**src/scsf_pkg.sv**
```systemverilog
// Package for the smart card status flag block: register map, field positions,
// reset values and the packed structs that carry state and receive events.
// Assumes a 32-bit APB register bus and one 25 MHz clock.
package scsf_pkg;

  // Register byte addresses
  localparam logic [7:0] SCSF_STATUS_OFS = 8'h00;
  localparam logic [7:0] SCSF_CTRL_OFS = 8'h04;
  localparam logic [7:0] SCSF_MODE_OFS = 8'h08;
  localparam logic [7:0] SCSF_TXDATA_OFS = 8'h0c;
  localparam logic [7:0] SCSF_RXDATA_OFS = 8'h10;

  // Status bit positions
  localparam int unsigned SCSF_TX_EMPTY_BIT = 7;
  localparam int unsigned SCSF_RX_FULL_BIT = 6;
  localparam int unsigned SCSF_OVERRUN_BIT = 5;
  localparam int unsigned SCSF_ERR_SIG_BIT = 4;

  // Control and mode bit positions
  localparam int unsigned SCSF_TX_ON_BIT = 5;
  localparam int unsigned SCSF_RX_ON_BIT = 4;
  localparam int unsigned SCSF_SC_SEL_BIT = 0;

  // Flag index inside the arm vector
  localparam int unsigned SCSF_IX_ERR_SIG = 0;
  localparam int unsigned SCSF_IX_OVERRUN = 1;
  localparam int unsigned SCSF_IX_RX_FULL = 2;
  localparam int unsigned SCSF_IX_TX_EMPTY = 3;

  // Reset values and transmit buffer depth
  localparam logic SCSF_TX_EMPTY_RST = 1'b1;
  localparam logic SCSF_RX_FULL_RST = 1'b0;
  localparam logic SCSF_OVERRUN_RST = 1'b0;
  localparam logic SCSF_ERR_SIG_RST = 1'b0;
  localparam logic SCSF_BIT_RST = 1'b0;
  localparam logic [3:0] SCSF_ARM_RST = 4'h0;
  localparam logic [31:0] SCSF_WORD_RST = 32'h0000_0000;
  localparam logic [7:0] SCSF_DATA_RST = 8'h00;
  localparam logic [1:0] SCSF_CNT_RST = 2'h0;
  localparam logic [1:0] SCSF_BUF_DEPTH = 2'h2;

  // One received character as handed over by the receiver
  typedef struct packed {
    logic done;
    logic ok;
    logic err_low;
    logic [7:0] data;
  } scsf_rx_evt_t;

  // Whole state of the block
  typedef struct packed {
    logic transmit_buffer_empty_flag;
    logic receive_buffer_full_flag;
    logic overrun_flag;
    logic error_signal_flag;
    logic [3:0] armed;
    logic ack;
    logic transmit_enable_bit;
    logic rx_on_bit;
    logic smartcard_select_bit;
    logic [7:0] transmit_holding_reg;
    logic [7:0] receive_holding_reg;
    logic [7:0] buf0;
    logic [7:0] buf1;
    logic [1:0] cnt;
    logic [31:0] prdata;
  } scsf_state_t;

endpackage : scsf_pkg

```
**src/scsf_top.sv**
```systemverilog
// Status flag logic of a serial unit in smart card mode, with APB registers,
// a transmit holding register feeding a two-entry buffer, and a receive holding register.
// Assumes an APB master that waits for pready, a serializer that drains tx_data by valid/ready,
// and a receiver that delivers each completed character as a one-cycle event.
//
// Notes on behaviour
// - Flag behaviour applies only while smartcard select bit is 1, except the empty flag hold while transmit enable is 0.
// - Transmit buffer empty flag at status bit 7 reads 1 after reset.
// - Transmit buffer empty flag held at 1 while transmit enable is 0.
// - Moving holding byte into shift path sets transmit buffer empty flag.
// - Software write of 0 after reading 1 clears transmit buffer empty flag.
// - Controller write of transmit data on tx request clears transmit empty flag.
// - Receive full flag, bit 6, resets 0; set on clean reception into holding.
// - Software write of 0 after reading 1 clears receive full flag.
// - Controller read of receive data on rx request clears receive full flag.
// - Clearing the receive enable bit leaves the receive full flag unchanged.
// - Overrun, bit 5, resets 0; set when receiving while full; new byte dropped.
// - No further reception while the overrun flag is 1.
// - Overrun flag clears only by software write of 0 after reading 1.
// - Clearing the receive enable bit leaves the overrun flag unchanged.
// - Error signal flag, bit 4, resets 0; set when low error signal sampled.
// - Software write of 0 after reading 1 clears the error signal flag.
// - Writing 1 to a flag leaves it unchanged; only 0 can clear.
`timescale 1ns/100ps

module scsf_top
  import scsf_pkg::*;
(
  // Clock and reset
  input wire logic clk,
  input wire logic rst_n,
  // APB slave
  input wire logic psel,
  input wire logic penable,
  input wire logic pwrite,
  input wire logic [7:0] paddr,
  input wire logic [31:0] pwdata,
  output logic [31:0] prdata,
  output logic pready,
  output logic pslverr,
  // Transfer requests toward the DMA or transfer controller
  output logic tx_ready_irq,
  output logic rx_full_irq,
  input wire logic dma_tx_wr,
  input wire logic [7:0] dma_tx_data,
  input wire logic dma_rx_rd,
  output logic [7:0] rx_hold_data,
  // Transmit stream toward the serializer
  output logic tx_valid,
  input wire logic tx_ready,
  output logic [7:0] tx_data,
  // Receive events from the deserializer
  input wire scsf_rx_evt_t rx_evt,
  output logic rx_accept
);

  ////////////////////////////////////////////////////////////////////////////
  // State

  scsf_state_t state_ff;
  scsf_state_t nxt_state;

  logic access;
  logic rd_first;
  logic wr_done;
  logic rd_done;
  logic addr_hit;
  logic [31:0] rd_word;
  logic [3:0] flag_vec;
  logic [3:0] seen_vec;
  logic [3:0] sw_clear;
  logic push;
  logic pop;
  logic rx_take;

  ////////////////////////////////////////////////////////////////////////////
  // Bus decode

  // One wait state: read data is registered in the first access cycle,
  // so it already stands when pready is high in the second
  assign access = psel && penable;
  assign rd_first = access && !pwrite && !state_ff.ack;
  assign wr_done = access && pwrite && state_ff.ack;
  assign rd_done = access && !pwrite && state_ff.ack;

  always_comb
  begin
    addr_hit = 1'b1;
    rd_word = SCSF_WORD_RST;
    case (paddr)
      SCSF_STATUS_OFS:
      begin
        rd_word[SCSF_TX_EMPTY_BIT] = state_ff.transmit_buffer_empty_flag;
        rd_word[SCSF_RX_FULL_BIT] = state_ff.receive_buffer_full_flag;
        rd_word[SCSF_OVERRUN_BIT] = state_ff.overrun_flag;
        rd_word[SCSF_ERR_SIG_BIT] = state_ff.error_signal_flag;
      end
      SCSF_CTRL_OFS:
      begin
        rd_word[SCSF_TX_ON_BIT] = state_ff.transmit_enable_bit;
        rd_word[SCSF_RX_ON_BIT] = state_ff.rx_on_bit;
      end
      SCSF_MODE_OFS:
      begin
        rd_word[SCSF_SC_SEL_BIT] = state_ff.smartcard_select_bit;
      end
      SCSF_TXDATA_OFS:
      begin
        rd_word[7:0] = state_ff.transmit_holding_reg;
      end
      SCSF_RXDATA_OFS:
      begin
        rd_word[7:0] = state_ff.receive_holding_reg;
      end
      default:
      begin
        addr_hit = 1'b0;
      end
    endcase
  end

  // Unmapped addresses answer with an error
  assign pready = state_ff.ack;
  assign pslverr = access && !addr_hit;
  assign prdata = state_ff.prdata;

  ////////////////////////////////////////////////////////////////////////////
  // Flag clear by software

  assign flag_vec = {state_ff.transmit_buffer_empty_flag, state_ff.receive_buffer_full_flag,
                     state_ff.overrun_flag, state_ff.error_signal_flag};

  // Flags as software saw them in the word of the current status read
  assign seen_vec = {state_ff.prdata[SCSF_TX_EMPTY_BIT], state_ff.prdata[SCSF_RX_FULL_BIT],
                     state_ff.prdata[SCSF_OVERRUN_BIT], state_ff.prdata[SCSF_ERR_SIG_BIT]};

  // Software clears a flag only with a 0 written after an armed read; a 1 is ignored
  genvar gi;
  generate
    for (gi = 0; gi < 4; gi++)
    begin : g_clr
      assign sw_clear[gi] = wr_done && (paddr == SCSF_STATUS_OFS) && state_ff.armed[gi]
                            && !pwdata[SCSF_ERR_SIG_BIT + gi];
    end
  endgenerate

  ////////////////////////////////////////////////////////////////////////////
  // Data path handshakes

  // Holding register moves on once software or the controller has filled it
  assign push = state_ff.smartcard_select_bit && state_ff.transmit_enable_bit
                && !state_ff.transmit_buffer_empty_flag && (state_ff.cnt != SCSF_BUF_DEPTH);
  assign tx_valid = (state_ff.cnt != SCSF_CNT_RST);
  assign tx_data = state_ff.buf0;
  assign pop = tx_valid && tx_ready;

  // Receiver is refused while overrun stands or the mode is off
  assign rx_accept = state_ff.smartcard_select_bit && state_ff.rx_on_bit && !state_ff.overrun_flag;
  assign rx_take = rx_evt.done && rx_accept;

  assign tx_ready_irq = state_ff.smartcard_select_bit && state_ff.transmit_enable_bit
                        && state_ff.transmit_buffer_empty_flag;
  assign rx_full_irq = state_ff.smartcard_select_bit && state_ff.receive_buffer_full_flag;
  assign rx_hold_data = state_ff.receive_holding_reg;

  ////////////////////////////////////////////////////////////////////////////
  // Next state

  always_comb
  begin
    nxt_state = state_ff;

    // Wait state ends every access; writes and arming act at that edge only
    nxt_state.ack = access && !state_ff.ack;

    // Read data is registered in the first access cycle
    if (rd_first)
    begin
      nxt_state.prdata = rd_word;
    end

    // Control and mode registers
    if (wr_done && (paddr == SCSF_CTRL_OFS))
    begin
      nxt_state.transmit_enable_bit = pwdata[SCSF_TX_ON_BIT];
      nxt_state.rx_on_bit = pwdata[SCSF_RX_ON_BIT];
    end
    if (wr_done && (paddr == SCSF_MODE_OFS))
    begin
      nxt_state.smartcard_select_bit = pwdata[SCSF_SC_SEL_BIT];
    end

    // Transmit holding register, by software or controller
    if (wr_done && (paddr == SCSF_TXDATA_OFS))
    begin
      nxt_state.transmit_holding_reg = pwdata[7:0];
    end
    if (dma_tx_wr && state_ff.smartcard_select_bit)
    begin
      nxt_state.transmit_holding_reg = dma_tx_data;
    end

    // Two-entry transmit buffer
    case ({push, pop})
      2'b10:
      begin
        if (state_ff.cnt == SCSF_CNT_RST)
        begin
          nxt_state.buf0 = state_ff.transmit_holding_reg;
        end
        else
        begin
          nxt_state.buf1 = state_ff.transmit_holding_reg;
        end
        nxt_state.cnt = state_ff.cnt + 2'h1;
      end
      2'b01:
      begin
        nxt_state.buf0 = state_ff.buf1;
        nxt_state.cnt = state_ff.cnt - 2'h1;
      end
      2'b11:
      begin
        if (state_ff.cnt == 2'h1)
        begin
          nxt_state.buf0 = state_ff.transmit_holding_reg;
        end
        else
        begin
          nxt_state.buf0 = state_ff.buf1;
          nxt_state.buf1 = state_ff.transmit_holding_reg;
        end
      end
      default:
      begin
        nxt_state.cnt = state_ff.cnt;
      end
    endcase

    // Transmit buffer empty flag: clears first, sets win
    if (state_ff.smartcard_select_bit)
    begin
      if (sw_clear[SCSF_IX_TX_EMPTY])
      begin
        nxt_state.transmit_buffer_empty_flag = 1'b0;
      end
      if (dma_tx_wr)
      begin
        nxt_state.transmit_buffer_empty_flag = 1'b0;
      end
      if (push)
      begin
        nxt_state.transmit_buffer_empty_flag = 1'b1;
      end
    end
    if (!state_ff.transmit_enable_bit)
    begin
      nxt_state.transmit_buffer_empty_flag = 1'b1;
    end

    // Receive side flags
    if (state_ff.smartcard_select_bit)
    begin
      if (sw_clear[SCSF_IX_RX_FULL])
      begin
        nxt_state.receive_buffer_full_flag = 1'b0;
      end
      if (dma_rx_rd)
      begin
        nxt_state.receive_buffer_full_flag = 1'b0;
      end
      if (sw_clear[SCSF_IX_OVERRUN])
      begin
        nxt_state.overrun_flag = 1'b0;
      end
      if (sw_clear[SCSF_IX_ERR_SIG])
      begin
        nxt_state.error_signal_flag = 1'b0;
      end

      // Overrun is judged on the flag as it stood, so a same-cycle
      // clear does not rescue the incoming byte
      if (rx_take && rx_evt.ok)
      begin
        if (state_ff.receive_buffer_full_flag)
        begin
          nxt_state.overrun_flag = 1'b1;
        end
        else
        begin
          nxt_state.receive_holding_reg = rx_evt.data;
          nxt_state.receive_buffer_full_flag = 1'b1;
        end
      end

      // Error signal is sampled whatever the receive state
      if (rx_evt.err_low)
      begin
        nxt_state.error_signal_flag = 1'b1;
      end
    end

    // Arming: a status read remembers which flags it returned as 1;
    // a flag that dropped during the wait state is not armed
    if (rd_done && (paddr == SCSF_STATUS_OFS))
    begin
      nxt_state.armed = seen_vec & flag_vec;
    end
    else if (wr_done && (paddr == SCSF_STATUS_OFS))
    begin
      nxt_state.armed = SCSF_ARM_RST;
    end
    else
    begin
      nxt_state.armed = state_ff.armed & flag_vec;
    end
  end

  ////////////////////////////////////////////////////////////////////////////
  // Registers

  always_ff @(posedge clk)
  begin
    if (!rst_n)
    begin
      state_ff.transmit_buffer_empty_flag <= SCSF_TX_EMPTY_RST;
      state_ff.receive_buffer_full_flag <= SCSF_RX_FULL_RST;
      state_ff.overrun_flag <= SCSF_OVERRUN_RST;
      state_ff.error_signal_flag <= SCSF_ERR_SIG_RST;
      state_ff.armed <= SCSF_ARM_RST;
      state_ff.ack <= SCSF_BIT_RST;
      state_ff.transmit_enable_bit <= SCSF_BIT_RST;
      state_ff.rx_on_bit <= SCSF_BIT_RST;
      state_ff.smartcard_select_bit <= SCSF_BIT_RST;
      state_ff.transmit_holding_reg <= SCSF_DATA_RST;
      state_ff.receive_holding_reg <= SCSF_DATA_RST;
      state_ff.buf0 <= SCSF_DATA_RST;
      state_ff.buf1 <= SCSF_DATA_RST;
      state_ff.cnt <= SCSF_CNT_RST;
      state_ff.prdata <= SCSF_WORD_RST;
    end
    else
    begin
      state_ff <= nxt_state;
    end
  end

endmodule : scsf_top

```
**config.mk**
```make
export PLATFORM = sky130hd
export DESIGN_NAME = scsf_top
export DESIGN_NICKNAME = d
export VERILOG_FILES = /design/src/scsf_pkg.sv /design/src/scsf_top.sv
export SDC_FILE = /design/constraint.sdc
export NUM_CORES = 1
export LEC_CHECK = 0
export BUFFER_PORTS_ARGS = -buffer_cell sky130_fd_sc_hd__buf_2
export CAP_MARGIN = 20
export CORE_MARGIN = 2
export CORE_UTILIZATION = 53
export CTS_CLUSTER_SIZE = 12
export DETAILED_ROUTE_END_ITERATION = 7
export PLACE_DENSITY = 0.89
export SYNTH_ARGS = -nofsm -noshare
export SYNTH_HDL_FRONTEND = slang
export SYNTH_SLANG_ARGS = --single-unit
```
**constraint.sdc**
```tcl
create_clock -name clk -period 3.1 [get_ports clk]
set_input_delay 0.62 -clock clk [delete_from_list [all_inputs] [get_ports clk]]
set_output_delay 0.62 -clock clk [all_outputs]
set_load 0.005 [all_outputs]
```
==> reports/metrics.yaml <==
status: "completed"
fin_crit_sh_pct: 76.9
vdd_drop_max_mv: 0.252
dpl.hpwl_mm: 4.86
drcViolationCount: 0
worstSetupEndpointType: "register"
cp_max_fo: 8
grt_pass1_vias: 2260
ff2ff_path_depth: 9
crit_arrival_ns: 2.59
rows: 27
ys_warn_count: 0
synth-edff-count: 0
crit_chain: "inv_1, ha_1, inv_1, nand2_1, inv_1, ha_1, o211ai_1, mux2i_1, nor2b_1"
root_buffer: "clkbuf_8"
path_class: "register to register"
syn_inst: 332
cts_hold_buf: 0
ctsResizeCount: 0
clock.fmax_mhz: 420
hold_class: "register to register"
die_x_um: 79.8
rsz0062_at_grt: "no"
synthArstFlopShare_pct: 0
tightest_slew_ns: 1.01
drtIter0Drc: 219
fillers: 507
final.setup.tns_ns: 0
fin_crit_ns: 2.38
fin_cells: 446
cp_top_family: "compound AO/OA/AOI/OAI gates"
htree_levels: 2
slowest_stage: "o211ai_1"
postPlaceCellArea_sq_mm: 0.00316
port_buffers: 72
drive_above_1_share_pct: 25.7
grt_pass1_wl_mm: 10.7
syn_area_sq_mm: 0.00304
regArea_sq_mm: 0.00108
cp_slowest_stage_delay_ns: 0.81
setup_viol: 0
slew_headroom_pct: 32.2
cts_made_buffers: 5
yosysUniqueCellTypes: 50
maxCapViolCount: 0
startpoint_type: "register"
start_util_pct: 54.9
path_buf_inv: 3
avgViaCountPerCell: 5.63
drtAntennaViolNets: 0
die_height_um: 79.8
yosys_register_bits: 54
core_area_sq_mm: 0.00554
wl_mm: 6.73
postCtsSetupRepairBufs: 0
ys_seq_area_share_pct: 35.5
clk_latency_ns: 0.31
die-area_sq_mm: 0.00636
wl_per_cell_um: 15.1
gp_congestion: 0.929
io_pins: 121
cts_sinks: 54
track_usage_pct: 21.4
grt_max_degree: 57
slew_viol_final: 0
worst_path_most_repeated_cell: "inv_1"
power_leakage_uw: 0.00160
antenna-diode-count: 0
overflow: 0
fin_nets: 446
fin_skew_ns: 0.00786
cp.required_ns: 3.31
synth_flop_cell: "dfxtp_1"
firstDrtPassIters: 5
clkTransAtPathRegs_ns: 0.10
dp.cells: 438
syn2layout_area_growth_pct: 7.07
cts.path.max_buffers: 2
holdPathStages: 2
grt_antenna_before_repair: 0
hold_viol_final: 0
syn_area_per_cell_sq_um: 9.17
multi_input_area_sq_mm: 0.00159
power.density_mw_per_mm2: 369
num_vias: 2513
worst-path-stages: 9
cts_tree: "yes"
stdcell_area_sq_mm: 0.00326
final_util_pct: 58.8
==> metrics by stage <==
step                setup slack (ns)  hold WS [ns]  power, uW
floorplan                       1.04         0.422        786
global placement               0.766         0.433        805
detailed placement             0.702         0.438        806
CTS                            0.715         0.452       1210
global route                   0.544         0.476       1240
finish                         0.717         0.449       1200
==> cells in the mapped netlist, types with 2 or more instances <==
master | count | share of area (%)
a21boi_0 | 2 | 0.49
a21oi_1 | 11 | 1.8
a221o_1 | 8 | 2.6
a221oi_1 | 2 | 0.58
a32oi_1 | 3 | 0.86
and2_1 | 6 | 1.2
and3b_1 | 2 | 0.58
buf_2 | 2 | 0.33
buf_4 | 49 | 12
buf_6 | 2 | 0.74
clkbuf_1 | 10 | 1.2
dfxtp_1 | 54 | 36
ha_1 | 6 | 2.5
inv_1 | 7 | 0.86
mux2_2 | 2 | 0.74
mux2i_1 | 25 | 8.2
nand2_1 | 28 | 3.5
nand3_1 | 3 | 0.49
nand4_1 | 2 | 0.41
nor2_1 | 17 | 2.1
nor2b_1 | 18 | 3.7
nor3b_1 | 3 | 0.74
nor4_1 | 4 | 0.82
o211a_1 | 14 | 4.6
o211ai_1 | 2 | 0.49
o21a_1 | 3 | 0.74
o21ai_0 | 10 | 1.6
o22ai_1 | 6 | 1.2
o31ai_1 | 5 | 1.2
o41ai_1 | 2 | 0.58
or3b_2 | 4 | 1.2
xnor2_1 | 2 | 0.58
==> metal layers <==
metal	vias to the layer above	global-route usage (%)	wire length [um]
li1	1198	-	-
met1	1200	27.8	2860
met2	106	36.1	3260
met3	9	4.52	519
met4	0	5.59	91
met5	-	0	0
==> layout make-up <==
class / count / share of cell area (%)
sequential: 54 / 33.2
tap: 72 / 2.76
timing repair buffer: 74 / 11.5
inverter: 7 / 0.806
multi-input combinational: 231 / 48.8
clock inverter: 2 / 0.384
clock buffer: 6 / 2.53
==> sequential cells by signal, summed over array words and instances, names as in the netlist <==
| register | flops |
|---|---|
| rx_hold_data | 8 |
| flag_vec | 4 |
| tx_data | 8 |
| pready | 1 |
| prdata | 8 |
| state_ff | 25 |
==> placed cells by master (no fill, tap or decap), drive strengths merged, types with 3 or more instances in the layout <==
cell | Yosys | layout
a32oi | 3 | 3
ha | 6 | 6
nand3 | 3 | 3
nor2b | 18 | 18
nor3b | 3 | 3
and2 | 6 | 6
o211a | 14 | 14
conb | 1 | 24
clkbuf | 10 | 6
a221o | 8 | 8
o22ai | 6 | 6
o21a | 3 | 3
mux2i | 25 | 25
o31ai | 5 | 5
nand2 | 28 | 28
or3b | 4 | 4
nor2 | 17 | 17
inv | 7 | 7
a21oi | 11 | 11
dfxtp | 54 | 54
buf | 53 | 74
nor4 | 5 | 5
o21ai | 11 | 11
==> logic make-up (layout without fill, tap and decap cells) <==
| kind of cell | after synthesis | after routing | share of synthesized area (%) |
|---|---|---|---|
| adder cells (fa/ha/maj) | 6 | 6 | 2.47 |
| XOR/XNOR | 2 | 2 | 0.576 |
| AO/OA/AOI/OAI | 71 | 71 | 17.6 |
| flip-flops | 54 | 54 | 35.5 |
| multiplexers | 27 | 27 | 8.96 |
| buffers and inverters | 70 | 89 | 15.3 |
| other | 1 | 24 | 0.123 |
| AND/OR/NAND/NOR | 101 | 101 | 19.5 |
==> final timing paths <==
path | from | end | slack [ns]
worst max register to register | state_ff[32] | state_ff[34] | 0.72
worst min register to register | state_ff[73] | state_ff[73] | 0.45
worst min-delay path | state_ff[73] | state_ff[73] | 0.45
worst max-delay path | state_ff[32] | state_ff[34] | 0.72
==> worst min-delay path, stage by stage (launching register included) <==
cell and delay (ns):
dfxtp_1 0.32, nand2_1 0.05, a21oi_1 0.05
==> report_power, final <==
part           internal [uW]  switching [uW]
logic                   39.2            53.3
registers                697            2.70
clock network            180             228
total                    916             284
Note: power is estimated with default switching activity, not from simulation.
